**src/core/sff_pkg.sv**
```systemverilog
// Shared constants and types of the flexible frame formatter.
package sff_pkg;

  // ----------------------------------------------------------------
  // Register byte offsets on the APB and the buffer memory window
  // ----------------------------------------------------------------
  localparam logic [11:0] SFF_OFF_MODE = 12'h000;
  localparam logic [11:0] SFF_OFF_STATUS = 12'h004;
  localparam logic [11:0] SFF_OFF_STATION_ADDRESS_REG = 12'h008;
  localparam logic [11:0] SFF_OFF_TCB = 12'h00C;
  localparam logic [11:0] SFF_OFF_RCB = 12'h010;
  localparam logic [11:0] SFF_OFF_RBS = 12'h014;
  localparam logic [11:0] SFF_OFF_RBL = 12'h018;
  localparam logic [11:0] SFF_OFF_RFL = 12'h01C;
  localparam logic [11:0] SFF_OFF_TBS = 12'h020;
  localparam logic [11:0] SFF_OFF_TBL = 12'h024;
  localparam logic [1:0] SFF_MEM_REGION = 2'h1;
  localparam int SFF_MEM_DEPTH = 192;

  // ----------------------------------------------------------------
  // Field positions, reset value and line constants
  // ----------------------------------------------------------------
  localparam int SFF_MODE_NO_CHECK_SEQUENCE_BIT = 0;
  localparam int SFF_MODE_NB = 1;
  localparam int SFF_ST_AM = 1;
  localparam int SFF_ST_BOV = 3;
  localparam int SFF_ST_SI = 4;
  localparam int SFF_ST_RTS = 5;
  localparam int SFF_ST_RBE = 6;
  localparam int SFF_ST_TBF = 7;
  localparam logic [7:0] SFF_FLAG = 8'h7E;
  localparam logic [7:0] SFF_BROADCAST = 8'hFF;
  localparam logic [8:0] SFF_BUF_END = 9'h0BF;
  localparam logic [15:0] SFF_CRC_INIT = 16'hFFFF;
  localparam logic [15:0] SFF_CRC_POLY = 16'h8408;
  localparam logic [15:0] SFF_CRC_GOOD = 16'hF0B8;
  localparam logic [2:0] SFF_STUFF_ONES = 3'h5;
  localparam logic [2:0] SFF_ABORT_ONES = 3'h6;
  localparam logic [2:0] SFF_LAST_BIT = 3'h7;
  localparam logic [1:0] SFF_FCS_BYTES = 2'h2;

  // ----------------------------------------------------------------
  // Types
  // ----------------------------------------------------------------
  typedef struct packed {
    logic psel;
    logic penable;
    logic pwrite;
    logic [11:0] paddr;
    logic [31:0] pwdata;
  } sff_apb_req_type;

  typedef struct packed {
    logic [31:0] prdata;
    logic pready;
    logic pslverr;
  } sff_apb_rsp_type;

  typedef enum logic [0:0] {RX_HUNT, RX_FRAME} sff_rx_type;
  typedef enum logic [1:0] {FLD_ADDR, FLD_CTRL, FLD_INFO} sff_field_type;
  typedef enum logic [2:0] {
    TX_IDLE, TX_OPEN, TX_ADDR, TX_CTRL, TX_INFO, TX_FCS_LO, TX_FCS_HI, TX_CLOSE
  } sff_tx_type;

  typedef struct packed {
    logic [7:0] mode, status, station_address_reg, tx_control_byte_reg, rx_control_byte_reg, rx_buffer_start_reg, rbl, rx_field_length_reg, tbs, tbl;
    logic [31:0] prdata;
    logic sclk_prev;
    sff_rx_type rx_state;
    logic [7:0] rx_raw;
    logic [2:0] rx_ones;
    logic [7:0] rx_shift;
    logic [2:0] rx_bitcnt;
    sff_field_type rx_field;
    logic [7:0] rx_hold0, rx_hold1;
    logic [1:0] rx_held;
    logic [7:0] rx_count, rx_ctrl;
    logic rx_drop, rx_any;
    sff_tx_type tx_state;
    logic [7:0] tx_shift;
    logic [2:0] tx_bitcnt, tx_ones;
    logic [7:0] tx_idx;
    logic [15:0] tx_fcs;
    logic tx_space;
  } sff_state_type;

  localparam sff_state_type SFF_STATE_RESET = '0;

endpackage

```
**src/core/sff_crc16.sv**
```systemverilog
// Bytewise CRC-16 engine, reflected, least significant bit first.
`timescale 1ns/1ps
module sff_crc16 (
  // Clock and reset
  input wire logic pclk,
  input wire logic presetn,
  // Byte feed
  input wire logic clear,
  input wire logic byte_valid,
  input wire logic [7:0] byte_in,
  // Running remainder
  output logic [15:0] crc
);
  import sff_pkg::*;

  logic [15:0] next_crc;

  always_comb begin
    next_crc = crc;
    if (clear) begin
      next_crc = SFF_CRC_INIT;
    end else if (byte_valid) begin
      for (int i = 0; i < 8; i++) begin
        if (next_crc[0] ^ byte_in[i]) begin
          next_crc = (next_crc >> 1) ^ SFF_CRC_POLY;
        end else begin
          next_crc = next_crc >> 1;
        end
      end
    end
  end

  always_ff @(posedge pclk or negedge presetn) begin
    if (!presetn) begin
      crc <= SFF_CRC_INIT;
    end else begin
      crc <= next_crc;
    end
  end
endmodule // sff_crc16

```
**src/core/sff_formatter.sv**
```systemverilog
// Flexible-mode frame formatter: APB registers, buffer memory, framer and deframer.
//
// Operation
// Every accepted received frame raises the interrupt flag for software.
// Control byte goes to its register, info bytes to buffer, count recorded.
// Transmission starts on software request, no poll needed.
// Interrupt right after the closing flag, no acknowledgement awaited.
// Frame is flag, address, control, info bytes, 16-bit check, flag.
// Check sequence uses CRC-16 with terms 16, 12, 5 and 0.
// Address and control are single bytes held in their registers.
// Without control field, info follows address or flag, all stored.
// Software uses flexible mode whenever the control field is omitted.
// Address may be omitted only together with control; info follows flag.
// Mode bit means auto mode if control present, else address present; auto mode is not built, so the bit is ignored when control is present.
// Mode bits 0 and 1 select no-check and no-control; status bit 1 mode.
// Receiver keeps last 16 bits out of buffer, drops frames failing check.
// Transmitter computes the check and sends it before the closing flag.
// With no-check set, all bits to the flag are info, no check done.
// No-check option combines with every other format option.
// Opening and closing flags are 01111110.
// All fields are whole bytes; unaligned frames are dropped.
// Software sets transmit-full to send; hardware clears it after.
// Software sets receive-empty to enable; hardware clears on reception.
// Transmit control byte register fills the outgoing control field.
// Buffers never wrap; addressing ends at address 191.
// Zero inserted after five ones on send, removed on receive.
`timescale 1ns/1ps
module sff_formatter (
  // Clock and reset
  input wire logic pclk,
  input wire logic presetn,
  // APB slave
  input wire sff_pkg::sff_apb_req_type apb_in,
  output sff_pkg::sff_apb_rsp_type apb_out,
  // Serial link
  input wire logic serial_clk,
  input wire logic serial_rx,
  output logic serial_tx,
  // Processor interrupt
  output logic irq
);
  import sff_pkg::*;

  // ----------------------------------------------------------------
  // Declarations
  // ----------------------------------------------------------------
  sff_state_type st;
  sff_state_type next_st;
  logic [7:0] mem [0:SFF_MEM_DEPTH-1];
  logic [1:0] pins_sync;
  logic rise, fall, rx_bit, access, wr_en, mapped, mem_hit;
  logic [7:0] mem_index;
  logic [31:0] rd_value;
  logic no_check_sequence_bit, nb, addr_present, rx_buffer_empty_bit;
  logic mem_we;
  logic [7:0] mem_waddr, mem_wdata;
  logic rx_commit, rx_good, rx_store;
  logic [7:0] rx_byte, rx_store_byte;
  logic rx_crc_clear, rx_crc_valid;
  logic [15:0] rx_crc;
  logic tx_crc_clear, tx_crc_valid;
  logic [7:0] tx_crc_byte;
  logic [15:0] tx_crc;
  logic tx_info_avail;
  logic [8:0] tx_mem_addr, rx_mem_addr;
  sff_tx_type tx_info_or_after, tx_after;
  logic [7:0] tx_after_byte;

  sff_sync2 u_sync (
    .pclk(pclk),
    .presetn(presetn),
    .d({serial_rx, serial_clk}),
    .q(pins_sync)
  );

  sff_crc16 u_rx_crc (
    .pclk(pclk),
    .presetn(presetn),
    .clear(rx_crc_clear),
    .byte_valid(rx_crc_valid),
    .byte_in(rx_byte),
    .crc(rx_crc)
  );

  sff_crc16 u_tx_crc (
    .pclk(pclk),
    .presetn(presetn),
    .clear(tx_crc_clear),
    .byte_valid(tx_crc_valid),
    .byte_in(tx_crc_byte),
    .crc(tx_crc)
  );

  // ----------------------------------------------------------------
  // Mode decode, edges and APB decode
  // ----------------------------------------------------------------
  assign no_check_sequence_bit = st.mode[SFF_MODE_NO_CHECK_SEQUENCE_BIT];
  assign nb = st.mode[SFF_MODE_NB];
  assign addr_present = !nb || st.status[SFF_ST_AM];
  assign rx_buffer_empty_bit = st.status[SFF_ST_RBE];
  assign rise = pins_sync[0] && !st.sclk_prev;
  assign fall = !pins_sync[0] && st.sclk_prev;
  assign rx_bit = pins_sync[1];
  assign access = apb_in.psel && apb_in.penable;
  assign mem_hit = (apb_in.paddr[11:10] == SFF_MEM_REGION) &&
                   (apb_in.paddr[9:2] < 8'(SFF_MEM_DEPTH));
  assign mem_index = apb_in.paddr[9:2];
  assign wr_en = access && apb_in.pwrite;
  assign apb_out = '{prdata: st.prdata, pready: access, pslverr: access && !mapped};
  assign irq = st.status[SFF_ST_SI];
  assign serial_tx = !st.tx_space;

  always_comb begin
    mapped = 1'b1;
    rd_value = 32'h0;
    if (mem_hit) begin
      rd_value = {24'h0, mem[mem_index]};
    end else begin
      case (apb_in.paddr)
        SFF_OFF_MODE: rd_value = {24'h0, st.mode};
        SFF_OFF_STATUS: rd_value = {24'h0, st.status};
        SFF_OFF_STATION_ADDRESS_REG: rd_value = {24'h0, st.station_address_reg};
        SFF_OFF_TCB: rd_value = {24'h0, st.tx_control_byte_reg};
        SFF_OFF_RCB: rd_value = {24'h0, st.rx_control_byte_reg};
        SFF_OFF_RBS: rd_value = {24'h0, st.rx_buffer_start_reg};
        SFF_OFF_RBL: rd_value = {24'h0, st.rbl};
        SFF_OFF_RFL: rd_value = {24'h0, st.rx_field_length_reg};
        SFF_OFF_TBS: rd_value = {24'h0, st.tbs};
        SFF_OFF_TBL: rd_value = {24'h0, st.tbl};
        default: mapped = 1'b0;
      endcase
    end
  end

  // ----------------------------------------------------------------
  // Transmit byte sequencing
  // ----------------------------------------------------------------
  assign tx_mem_addr = {1'b0, st.tbs} + {1'b0, st.tx_idx};
  assign tx_info_avail = (st.tx_idx < st.tbl) && (tx_mem_addr <= SFF_BUF_END);
  assign tx_info_or_after = tx_info_avail ? TX_INFO : (!no_check_sequence_bit ? TX_FCS_LO : TX_CLOSE);

  always_comb begin
    case (st.tx_state)
      TX_OPEN: tx_after = addr_present ? TX_ADDR : tx_info_or_after;
      TX_ADDR: tx_after = !nb ? TX_CTRL : tx_info_or_after;
      TX_CTRL: tx_after = tx_info_or_after;
      TX_INFO: tx_after = tx_info_or_after;
      TX_FCS_LO: tx_after = TX_FCS_HI;
      TX_FCS_HI: tx_after = TX_CLOSE;
      default: tx_after = TX_IDLE;
    endcase
    case (tx_after)
      TX_ADDR: tx_after_byte = st.station_address_reg;
      TX_CTRL: tx_after_byte = st.tx_control_byte_reg;
      TX_INFO: tx_after_byte = mem[tx_mem_addr[7:0]];
      TX_FCS_LO: tx_after_byte = ~tx_crc[7:0];
      TX_FCS_HI: tx_after_byte = st.tx_fcs[15:8];
      default: tx_after_byte = SFF_FLAG;
    endcase
  end

  // ----------------------------------------------------------------
  // Next state
  // ----------------------------------------------------------------
  assign rx_byte = {rx_bit, st.rx_shift[7:1]};
  assign rx_mem_addr = {1'b0, st.rx_buffer_start_reg} + {1'b0, st.rx_count};
  assign rx_good = (st.rx_state == RX_FRAME) && (st.rx_bitcnt == SFF_LAST_BIT) &&
                   st.rx_any && (st.rx_field == FLD_INFO) && !st.rx_drop && rx_buffer_empty_bit &&
                   (no_check_sequence_bit || ((st.rx_held == SFF_FCS_BYTES) && (rx_crc == SFF_CRC_GOOD)));

  always_comb begin
    next_st = st;
    next_st.sclk_prev = pins_sync[0];
    mem_we = 1'b0;
    rx_store_byte = rx_byte;
    mem_waddr = rx_mem_addr[7:0];
    mem_wdata = rx_byte;
    rx_commit = 1'b0;
    rx_store = 1'b0;
    rx_crc_clear = 1'b0;
    rx_crc_valid = 1'b0;
    tx_crc_clear = 1'b0;
    tx_crc_valid = 1'b0;
    tx_crc_byte = tx_after_byte;
    if (apb_in.psel && !apb_in.penable) begin
      next_st.prdata = rd_value;
    end
    if (wr_en && mapped) begin
      if (mem_hit) begin
        mem_we = 1'b1;
        mem_waddr = mem_index;
        mem_wdata = apb_in.pwdata[7:0];
      end else begin
        case (apb_in.paddr)
          SFF_OFF_MODE: next_st.mode = apb_in.pwdata[7:0];
          SFF_OFF_STATUS: next_st.status = apb_in.pwdata[7:0];
          SFF_OFF_STATION_ADDRESS_REG: next_st.station_address_reg = apb_in.pwdata[7:0];
          SFF_OFF_TCB: next_st.tx_control_byte_reg = apb_in.pwdata[7:0];
          SFF_OFF_RCB: next_st.rx_control_byte_reg = apb_in.pwdata[7:0];
          SFF_OFF_RBS: next_st.rx_buffer_start_reg = apb_in.pwdata[7:0];
          SFF_OFF_RBL: next_st.rbl = apb_in.pwdata[7:0];
          SFF_OFF_RFL: next_st.rx_field_length_reg = apb_in.pwdata[7:0];
          SFF_OFF_TBS: next_st.tbs = apb_in.pwdata[7:0];
          SFF_OFF_TBL: next_st.tbl = apb_in.pwdata[7:0];
          default: next_st.mode = st.mode;
        endcase
      end
    end

    // Receive path: one line bit per rising serial clock edge.
    if (rise) begin
      next_st.rx_raw = {rx_bit, st.rx_raw[7:1]};
      next_st.rx_ones = rx_bit ? ((st.rx_ones == SFF_LAST_BIT) ? st.rx_ones :
                                  st.rx_ones + 3'h1) : 3'h0;
      if (rx_bit && (st.rx_ones == SFF_ABORT_ONES)) begin
        next_st.rx_state = RX_HUNT;
      end else if ({rx_bit, st.rx_raw[7:1]} == SFF_FLAG) begin
        if (rx_good) begin
          rx_commit = 1'b1;
          next_st.rx_field_length_reg = st.rx_count;
          if (!nb) begin
            next_st.rx_control_byte_reg = st.rx_ctrl;
          end
          next_st.status[SFF_ST_RBE] = 1'b0;
          next_st.status[SFF_ST_SI] = 1'b1;
        end
        next_st.rx_state = RX_FRAME;
        next_st.rx_bitcnt = 3'h0;
        next_st.rx_field = addr_present ? FLD_ADDR : FLD_INFO;
        next_st.rx_held = 2'h0;
        next_st.rx_count = 8'h0;
        next_st.rx_drop = 1'b0;
        next_st.rx_any = 1'b0;
        rx_crc_clear = 1'b1;
      end else if ((st.rx_state == RX_FRAME) &&
                   !(!rx_bit && (st.rx_ones == SFF_STUFF_ONES))) begin
        next_st.rx_shift = rx_byte;
        next_st.rx_bitcnt = st.rx_bitcnt + 3'h1;
        if (st.rx_bitcnt == SFF_LAST_BIT) begin
          next_st.rx_any = 1'b1;
          rx_crc_valid = 1'b1;
          case (st.rx_field)
            FLD_ADDR: begin
              if ((rx_byte != st.station_address_reg) && (rx_byte != SFF_BROADCAST)) begin
                next_st.rx_drop = 1'b1;
              end
              next_st.rx_field = nb ? FLD_INFO : FLD_CTRL;
            end
            FLD_CTRL: begin
              next_st.rx_ctrl = rx_byte;
              next_st.rx_field = FLD_INFO;
            end
            default: begin
              if (no_check_sequence_bit) begin
                rx_store = 1'b1;
              end else begin
                rx_store = (st.rx_held == SFF_FCS_BYTES);
                rx_store_byte = st.rx_hold0;
                next_st.rx_hold0 = st.rx_hold1;
                next_st.rx_hold1 = rx_byte;
                if (st.rx_held != SFF_FCS_BYTES) begin
                  next_st.rx_held = st.rx_held + 2'h1;
                end
              end
            end
          endcase
        end
      end
    end
    if (rx_store && rx_buffer_empty_bit && !st.rx_drop) begin
      if ((st.rx_count < st.rbl) && (rx_mem_addr <= SFF_BUF_END)) begin
        mem_we = 1'b1;
        mem_waddr = rx_mem_addr[7:0];
        mem_wdata = rx_store_byte;
        next_st.rx_count = st.rx_count + 8'h1;
      end else begin
        next_st.status[SFF_ST_BOV] = 1'b1;
      end
    end

    // Transmit path: one line bit per falling serial clock edge.
    if (st.tx_state == TX_IDLE) begin
      if (fall) begin
        next_st.tx_space = 1'b0;
      end
      if (st.status[SFF_ST_TBF] && st.status[SFF_ST_RTS]) begin
        next_st.tx_state = TX_OPEN;
        next_st.tx_shift = SFF_FLAG;
        next_st.tx_bitcnt = 3'h0;
        next_st.tx_ones = 3'h0;
        next_st.tx_idx = 8'h0;
        tx_crc_clear = 1'b1;
      end
    end else if (fall) begin
      if (st.tx_ones == SFF_STUFF_ONES) begin
        next_st.tx_space = 1'b1;
        next_st.tx_ones = 3'h0;
      end else begin
        next_st.tx_space = !st.tx_shift[0];
        next_st.tx_ones = (st.tx_shift[0] && (st.tx_state != TX_OPEN) &&
                           (st.tx_state != TX_CLOSE)) ? st.tx_ones + 3'h1 : 3'h0;
        next_st.tx_shift = {1'b0, st.tx_shift[7:1]};
        next_st.tx_bitcnt = st.tx_bitcnt + 3'h1;
        if (st.tx_bitcnt == SFF_LAST_BIT) begin
          next_st.tx_state = tx_after;
          next_st.tx_shift = tx_after_byte;
          tx_crc_valid = (tx_after == TX_ADDR) || (tx_after == TX_CTRL) ||
                         (tx_after == TX_INFO);
          if (tx_after == TX_INFO) begin
            next_st.tx_idx = st.tx_idx + 8'h1;
          end
          if (tx_after == TX_FCS_LO) begin
            next_st.tx_fcs = ~tx_crc;
          end
          if (tx_after == TX_IDLE) begin
            next_st.status[SFF_ST_TBF] = 1'b0;
            next_st.status[SFF_ST_RTS] = 1'b0;
            next_st.status[SFF_ST_SI] = 1'b1;
          end
        end
      end
    end
  end

  // ----------------------------------------------------------------
  // State and buffer memory
  // ----------------------------------------------------------------
  always_ff @(posedge pclk or negedge presetn) begin
    if (!presetn) begin
      st <= SFF_STATE_RESET;
    end else begin
      st <= next_st;
    end
  end

  always_ff @(posedge pclk) begin
    if (mem_we) begin
      mem[mem_waddr] <= mem_wdata;
    end
  end
endmodule // sff_formatter

```
**src/core/sff_sync2.sv**
```systemverilog
// Two-flop synchroniser for the serial clock and receive data pins.
`timescale 1ns/1ps
module sff_sync2 (
  // Clock and reset
  input wire logic pclk,
  input wire logic presetn,
  // Pins in, synchronised levels out
  input wire logic [1:0] d,
  output logic [1:0] q
);
  logic [1:0] meta;

  always_ff @(posedge pclk or negedge presetn) begin
    if (!presetn) begin
      meta <= 2'h0;
      q <= 2'h0;
    end else begin
      meta <= d;
      q <= meta;
    end
  end
endmodule // sff_sync2

```
**config.mk**
```make
export PLATFORM = sky130hd
export DESIGN_NAME = sff_formatter
export DESIGN_NICKNAME = d
export VERILOG_FILES = /design/src/core/sff_pkg.sv /design/src/core/sff_crc16.sv /design/src/core/sff_formatter.sv /design/src/core/sff_sync2.sv
export SDC_FILE = /design/constraint.sdc
export NUM_CORES = 2
export LEC_CHECK = 0
export BUFFER_PORTS_ARGS = -buffer_cell sky130_fd_sc_hd__buf_2
export CORE_ASPECT_RATIO = 2
export CORE_MARGIN = 10
export CORE_UTILIZATION = 50
export CTS_BUF_LIST = sky130_fd_sc_hd__clkbuf_4 sky130_fd_sc_hd__clkbuf_8
export CTS_CLUSTER_SIZE = 8
export DETAILED_ROUTE_END_ITERATION = 7
export PLACE_DENSITY = 0.79
export SETUP_SLACK_MARGIN = 0.1
export SYNTH_ARGS = -nofsm -noshare
export SYNTH_HDL_FRONTEND = slang
export SYNTH_SLANG_ARGS = --single-unit
```
**constraint.sdc**
```tcl
create_clock -name pclk -period 9.8 [get_ports pclk]
set_clock_uncertainty 0.15 [all_clocks]
set_input_delay 1.96 -clock pclk [delete_from_list [all_inputs] [get_ports pclk]]
set_output_delay 1.96 -clock pclk [all_outputs]
set_load 0.05 [all_outputs]
```
==> results.json <==
{
  "outcome": "complete, but fails checks",
  "failed_checks": "design-rule violations",
  "arithmetic_cell_share_of_the_synthesized_area_counting_full_adders_half_adders_and_majority_gates_pct": 0.683,
  "synthMuxAreaShare_pct": 26.7,
  "path_cells": "ha_4 -> inv_1 -> fa_4 -> xnor2_4 -> buf_12 -> nand2_1 -> a2111oi_0 -> or4_1 -> and4b_1 -> nor4_1 -> a22oi_1 -> a21o_1 -> a311oi_2 -> nand4_1 -> a31oi_1",
  "drtAntennaViolNets": 0,
  "grt_util_all_layers_pct": 28.5,
  "place.gp.congestion": 1.05,
  "full_die_area_um2": 187000,
  "detailroute.wirelength.met3_mm": 31.8,
  "place.port_buffers": 38,
  "routed_wirelength_mm": 268,
  "switching_share_pct": 22.4,
  "path_delay_family": "simple AND/OR/NAND/NOR gates",
  "synth_xor_xnor_area_share_pct": 0.729,
  "clock-sinks": 1754,
  "timing.hold.worst.class": "reg2reg",
  "final_cell_area_um2": 91300,
  "finish.net_count": 4878,
  "min_from": "u_sync.meta[0]",
  "cts-hold-fix-buffers": 0,
  "initial_utilization_pct": 50.2,
  "largest_family_of_logic_cells_by_synthesized_area": "multiplexers",
  "worstPathMaxFanout": 61,
  "max_slew_margin_pct": 5.23,
  "cts.repair_timing.setup_buffer_count": 0,
  "clk_latency_ns": 0.93,
  "clk_transition_reported_paths_ns": 0.07,
  "yosys_most_used_dff": "sky130_fd_sc_hd__edfxtp_1",
  "floorplan.core_area_um2": 168000,
  "grt_start_max_net_pins": 193,
  "synth.yosys.warnings": 0,
  "dp_hpwl_mm": 171,
  "clock.fmax_mhz": 138,
  "layout_commonest_cell": "sky130_fd_sc_hd__edfxtp_1",
  "post_dp_cell_area_um2": 86900,
  "detail_route.wirelength.met1_mm": 73.1,
  "netlist-cell-type-count": 91,
  "final-seq-area_um2": 51600,
  "dr.max_layer_used": "met5",
  "grt_setup_unrepaired": "no",
  "h-tree-depth": 5,
  "cp.buffers_inverters": 2,
  "ctsResizeCount": 0,
  "power.ir.vdd_worst_mv": 0.115,
  "clock_tree.buffer_depth": 4,
  "fin_hold_ws_ns": 0.214,
  "final_layout_size_suffix_gt1_share_pct": 32.3,
  "drc_errors": 3,
  "gr-total-overflow": 0,
  "crit_required_ns": 10.49,
  "rows": 213,
  "critPathLaunch": "st[17]",
  "first_global_vias": 52883,
  "clock-root-buffer": "sky130_fd_sc_hd__clkbuf_8",
  "critical-path-max-stage-delay_ns": 1.06,
  "syn_area_per_cell_um2": 17.9,
  "startpoint_of_the_worst_register_to_register_path": "st[17]",
  "tritoncts.num_buffers": 266,
  "synthSimpleGateAreaFrac_pct": 4.64,
  "fp.dieW_um": 311,
  "finalSetupViolations": 0,
  "period_needed_ns": 7.25,
  "fraction_of_the_mapped_netlist_area_in_compound_gates_pct": 3.57,
  "number_of_antenna_violations_at_the_first_check_in_global_routing": 28,
  "post_synth_edffs": 1536,
  "drt_iter0_drc": 7662,
  "switchingPower_mw": 3.19,
  "worstSetupStartpointType": "flip-flop",
  "power_frac_comb_pct": 4.3,
  "worstSetupPathType": "reg2reg",
  "met2_wl_mm": 130,
  "setup.worst_path.end_class": "flip-flop",
  "cpMaxStageDelayCell": "sky130_fd_sc_hd__nor4_1",
  "yosys_register_bits": 1754,
  "boundaryPins": 87,
  "synth_seq_area_share_pct": 61.0,
  "power.sequential.fraction_pct": 57.3,
  "power.leakage_nw": 29.0,
  "cts_tree": "built",
  "count_of_filler_cells_inserted_in_the_layout": 12620,
  "fin_crit_sh_pct": 74.0,
  "multiInputGateArea_um2": 31000,
  "avgViaCountPerCell": 7.22,
  "detail_route.first_pass.iterations": 6,
  "internal_power_mw": 11.1,
  "drv_slew": 0,
  "critical_path_arrival_ns": 7.95,
  "power_frac_clock_pct": 38.3,
  "finalHoldViolations": 0,
  "powerDensity_nw_per_um2": 156,
  "avgRoutedWirePerCell_um": 37.5,
  "drv_cap": 0,
  "areaGrowthSynthToFinish_pct": 7.86,
  "timing.setup.tns_ns": 0,
  "synth_cells": 4720,
  "asyncSetResetFlopFracSynth_pct": 12.4,
  "actual_transition_at_the_worst_max_transition_pin_ns": 1.41,
  "synth.cell_area_um2": 84600,
  "grt_first_pass_wirelength_mm": 384,
  "most_frequent_cells_in_the_layout": "1536 x sky130_fd_sc_hd__edfxtp_1, 905 x sky130_fd_sc_hd__mux4_2, 307 x sky130_fd_sc_hd__nor2_1, 301 x sky130_fd_sc_hd__nand2_1, 281 x sky130_fd_sc_hd__clkbuf_8",
  "die_height_um": 602,
  "routed-via-count": 51514
}
==> sequential cells by signal (all words and copies together) (netlist names) <==
name,flops
st,163
u_tx_crc.crc,16
irq,1
apb_out,8
no_check_sequence_bit,1
nb,1
rx_byte,7
u_sync.q,2
u_rx_crc.crc,16
mem,1536
u_sync.meta,2
rx_buffer_empty_bit,1
==> layout make-up <==
cell class                      instances  area share [%]
Sequential cell                      1754            56.6
Multi-Input combinational cell       2562            34.0
Clock buffer                          319            4.54
Tap cell                             2257            3.09
Timing Repair Buffer                  152            1.45
Inverter                               46           0.189
Clock inverter                         13           0.101
Antenna cell                           30          0.0823
==> cell usage after synthesis (all sizes together) (11+ instances only) <==
| cell | instances | area, um^2 |
|---|---|---|
| a2111oi | 12 | 105 |
| a211oi | 16 | 120 |
| a21o | 17 | 128 |
| a21oi | 80 | 404 |
| a221oi | 20 | 175 |
| a222oi | 12 | 120 |
| a22o | 14 | 123 |
| a311oi | 15 | 138 |
| a31oi | 20 | 125 |
| a32oi | 11 | 96.3 |
| and3 | 32 | 200 |
| buf | 212 | 1480 |
| clkbuf | 169 | 634 |
| dfrtp | 186 | 4650 |
| dfstp | 32 | 841 |
| edfxtp | 1536 | 46100 |
| ha | 43 | 538 |
| inv | 46 | 173 |
| mux2 | 102 | 1150 |
| mux2i | 86 | 890 |
| mux4 | 910 | 20500 |
| nand2 | 302 | 1130 |
| nand2b | 19 | 119 |
| nand3 | 74 | 370 |
| nand4 | 24 | 150 |
| nor2 | 318 | 1200 |
| nor2b | 23 | 144 |
| nor3 | 42 | 210 |
| nor4 | 13 | 81.3 |
| o21ai | 107 | 539 |
| o22ai | 27 | 169 |
| xnor2 | 39 | 357 |
| xor2 | 27 | 236 |
==> routing by layer <==
metal / track usage [%] / vias to the layer above
li1: - / 19591
met1: 28.7 / 26033
met2: 45.8 / 4570
met3: 8.54 / 1304
met4: 28.8 / 16
met5: 0 / -
==> worst paths after layout <==
path | end | cells after the start | slack (ns)
min in group asynchronous | irq | 1 | 1.08
worst max register to register | u_tx_crc.crc[0] | 15 | 2.55
max in group asynchronous | st[80] | 2 | 6.69
worst min-delay path | u_sync.q[0] | 0 | 0.21
worst min register to register | u_sync.q[0] | 0 | 0.21
worst max-delay path | u_tx_crc.crc[0] | 15 | 2.55
==> power by group through the flow <==
stage / Sequential, mW / Clock [mW] / Combinational, mW
2_1_floorplan: 8.33 / 0 / 0.415
3_3_place_gp: 8.32 / 0 / 0.593
3_5_place_dp: 8.32 / 0 / 0.606
4_1_cts: 8.17 / 5.48 / 0.605
5_1_grt: 8.17 / 5.78 / 0.647
6_report: 8.17 / 5.46 / 0.620
==> worst register-to-register path, delay by kind of cell (launching register included) <==
kind / cells / cell delay (ns)
simple gates: 5 / 2.52
xor+xnor: 1 / 0.77
buf+inv: 2 / 0.54
flops: 1 / 0.52
fa+ha+maj: 2 / 0.70
compound gates: 5 / 1.97
==> cell families (layout without fill, tap and decap cells) <==
| family | Yosys count | count (layout) |
|---|---|---|
| flops | 1754 | 1754 |
| mux | 1098 | 1098 |
| xor+xnor | 67 | 67 |
| fa+ha+maj | 45 | 45 |
| simple gates | 890 | 890 |
| other cells | 1 | 54 |
| compound gates | 438 | 438 |
| buf+inv | 427 | 530 |
==> stage by stage <==
stage	worst slack, ns	instances	util (%)	total power [mW]
after floorplan	0.309	4743	-	8.74
after global placement	3.04	6771	51.6	8.91
after detailed placement	2.92	6771	51.6	8.93
after CTS	3.04	7103	54.1	14.3
after global routing	2.50	7106	54.1	14.6
final	2.55	7133	54.2	14.2
No activity file was read; power rests on OpenSTA's default activity.
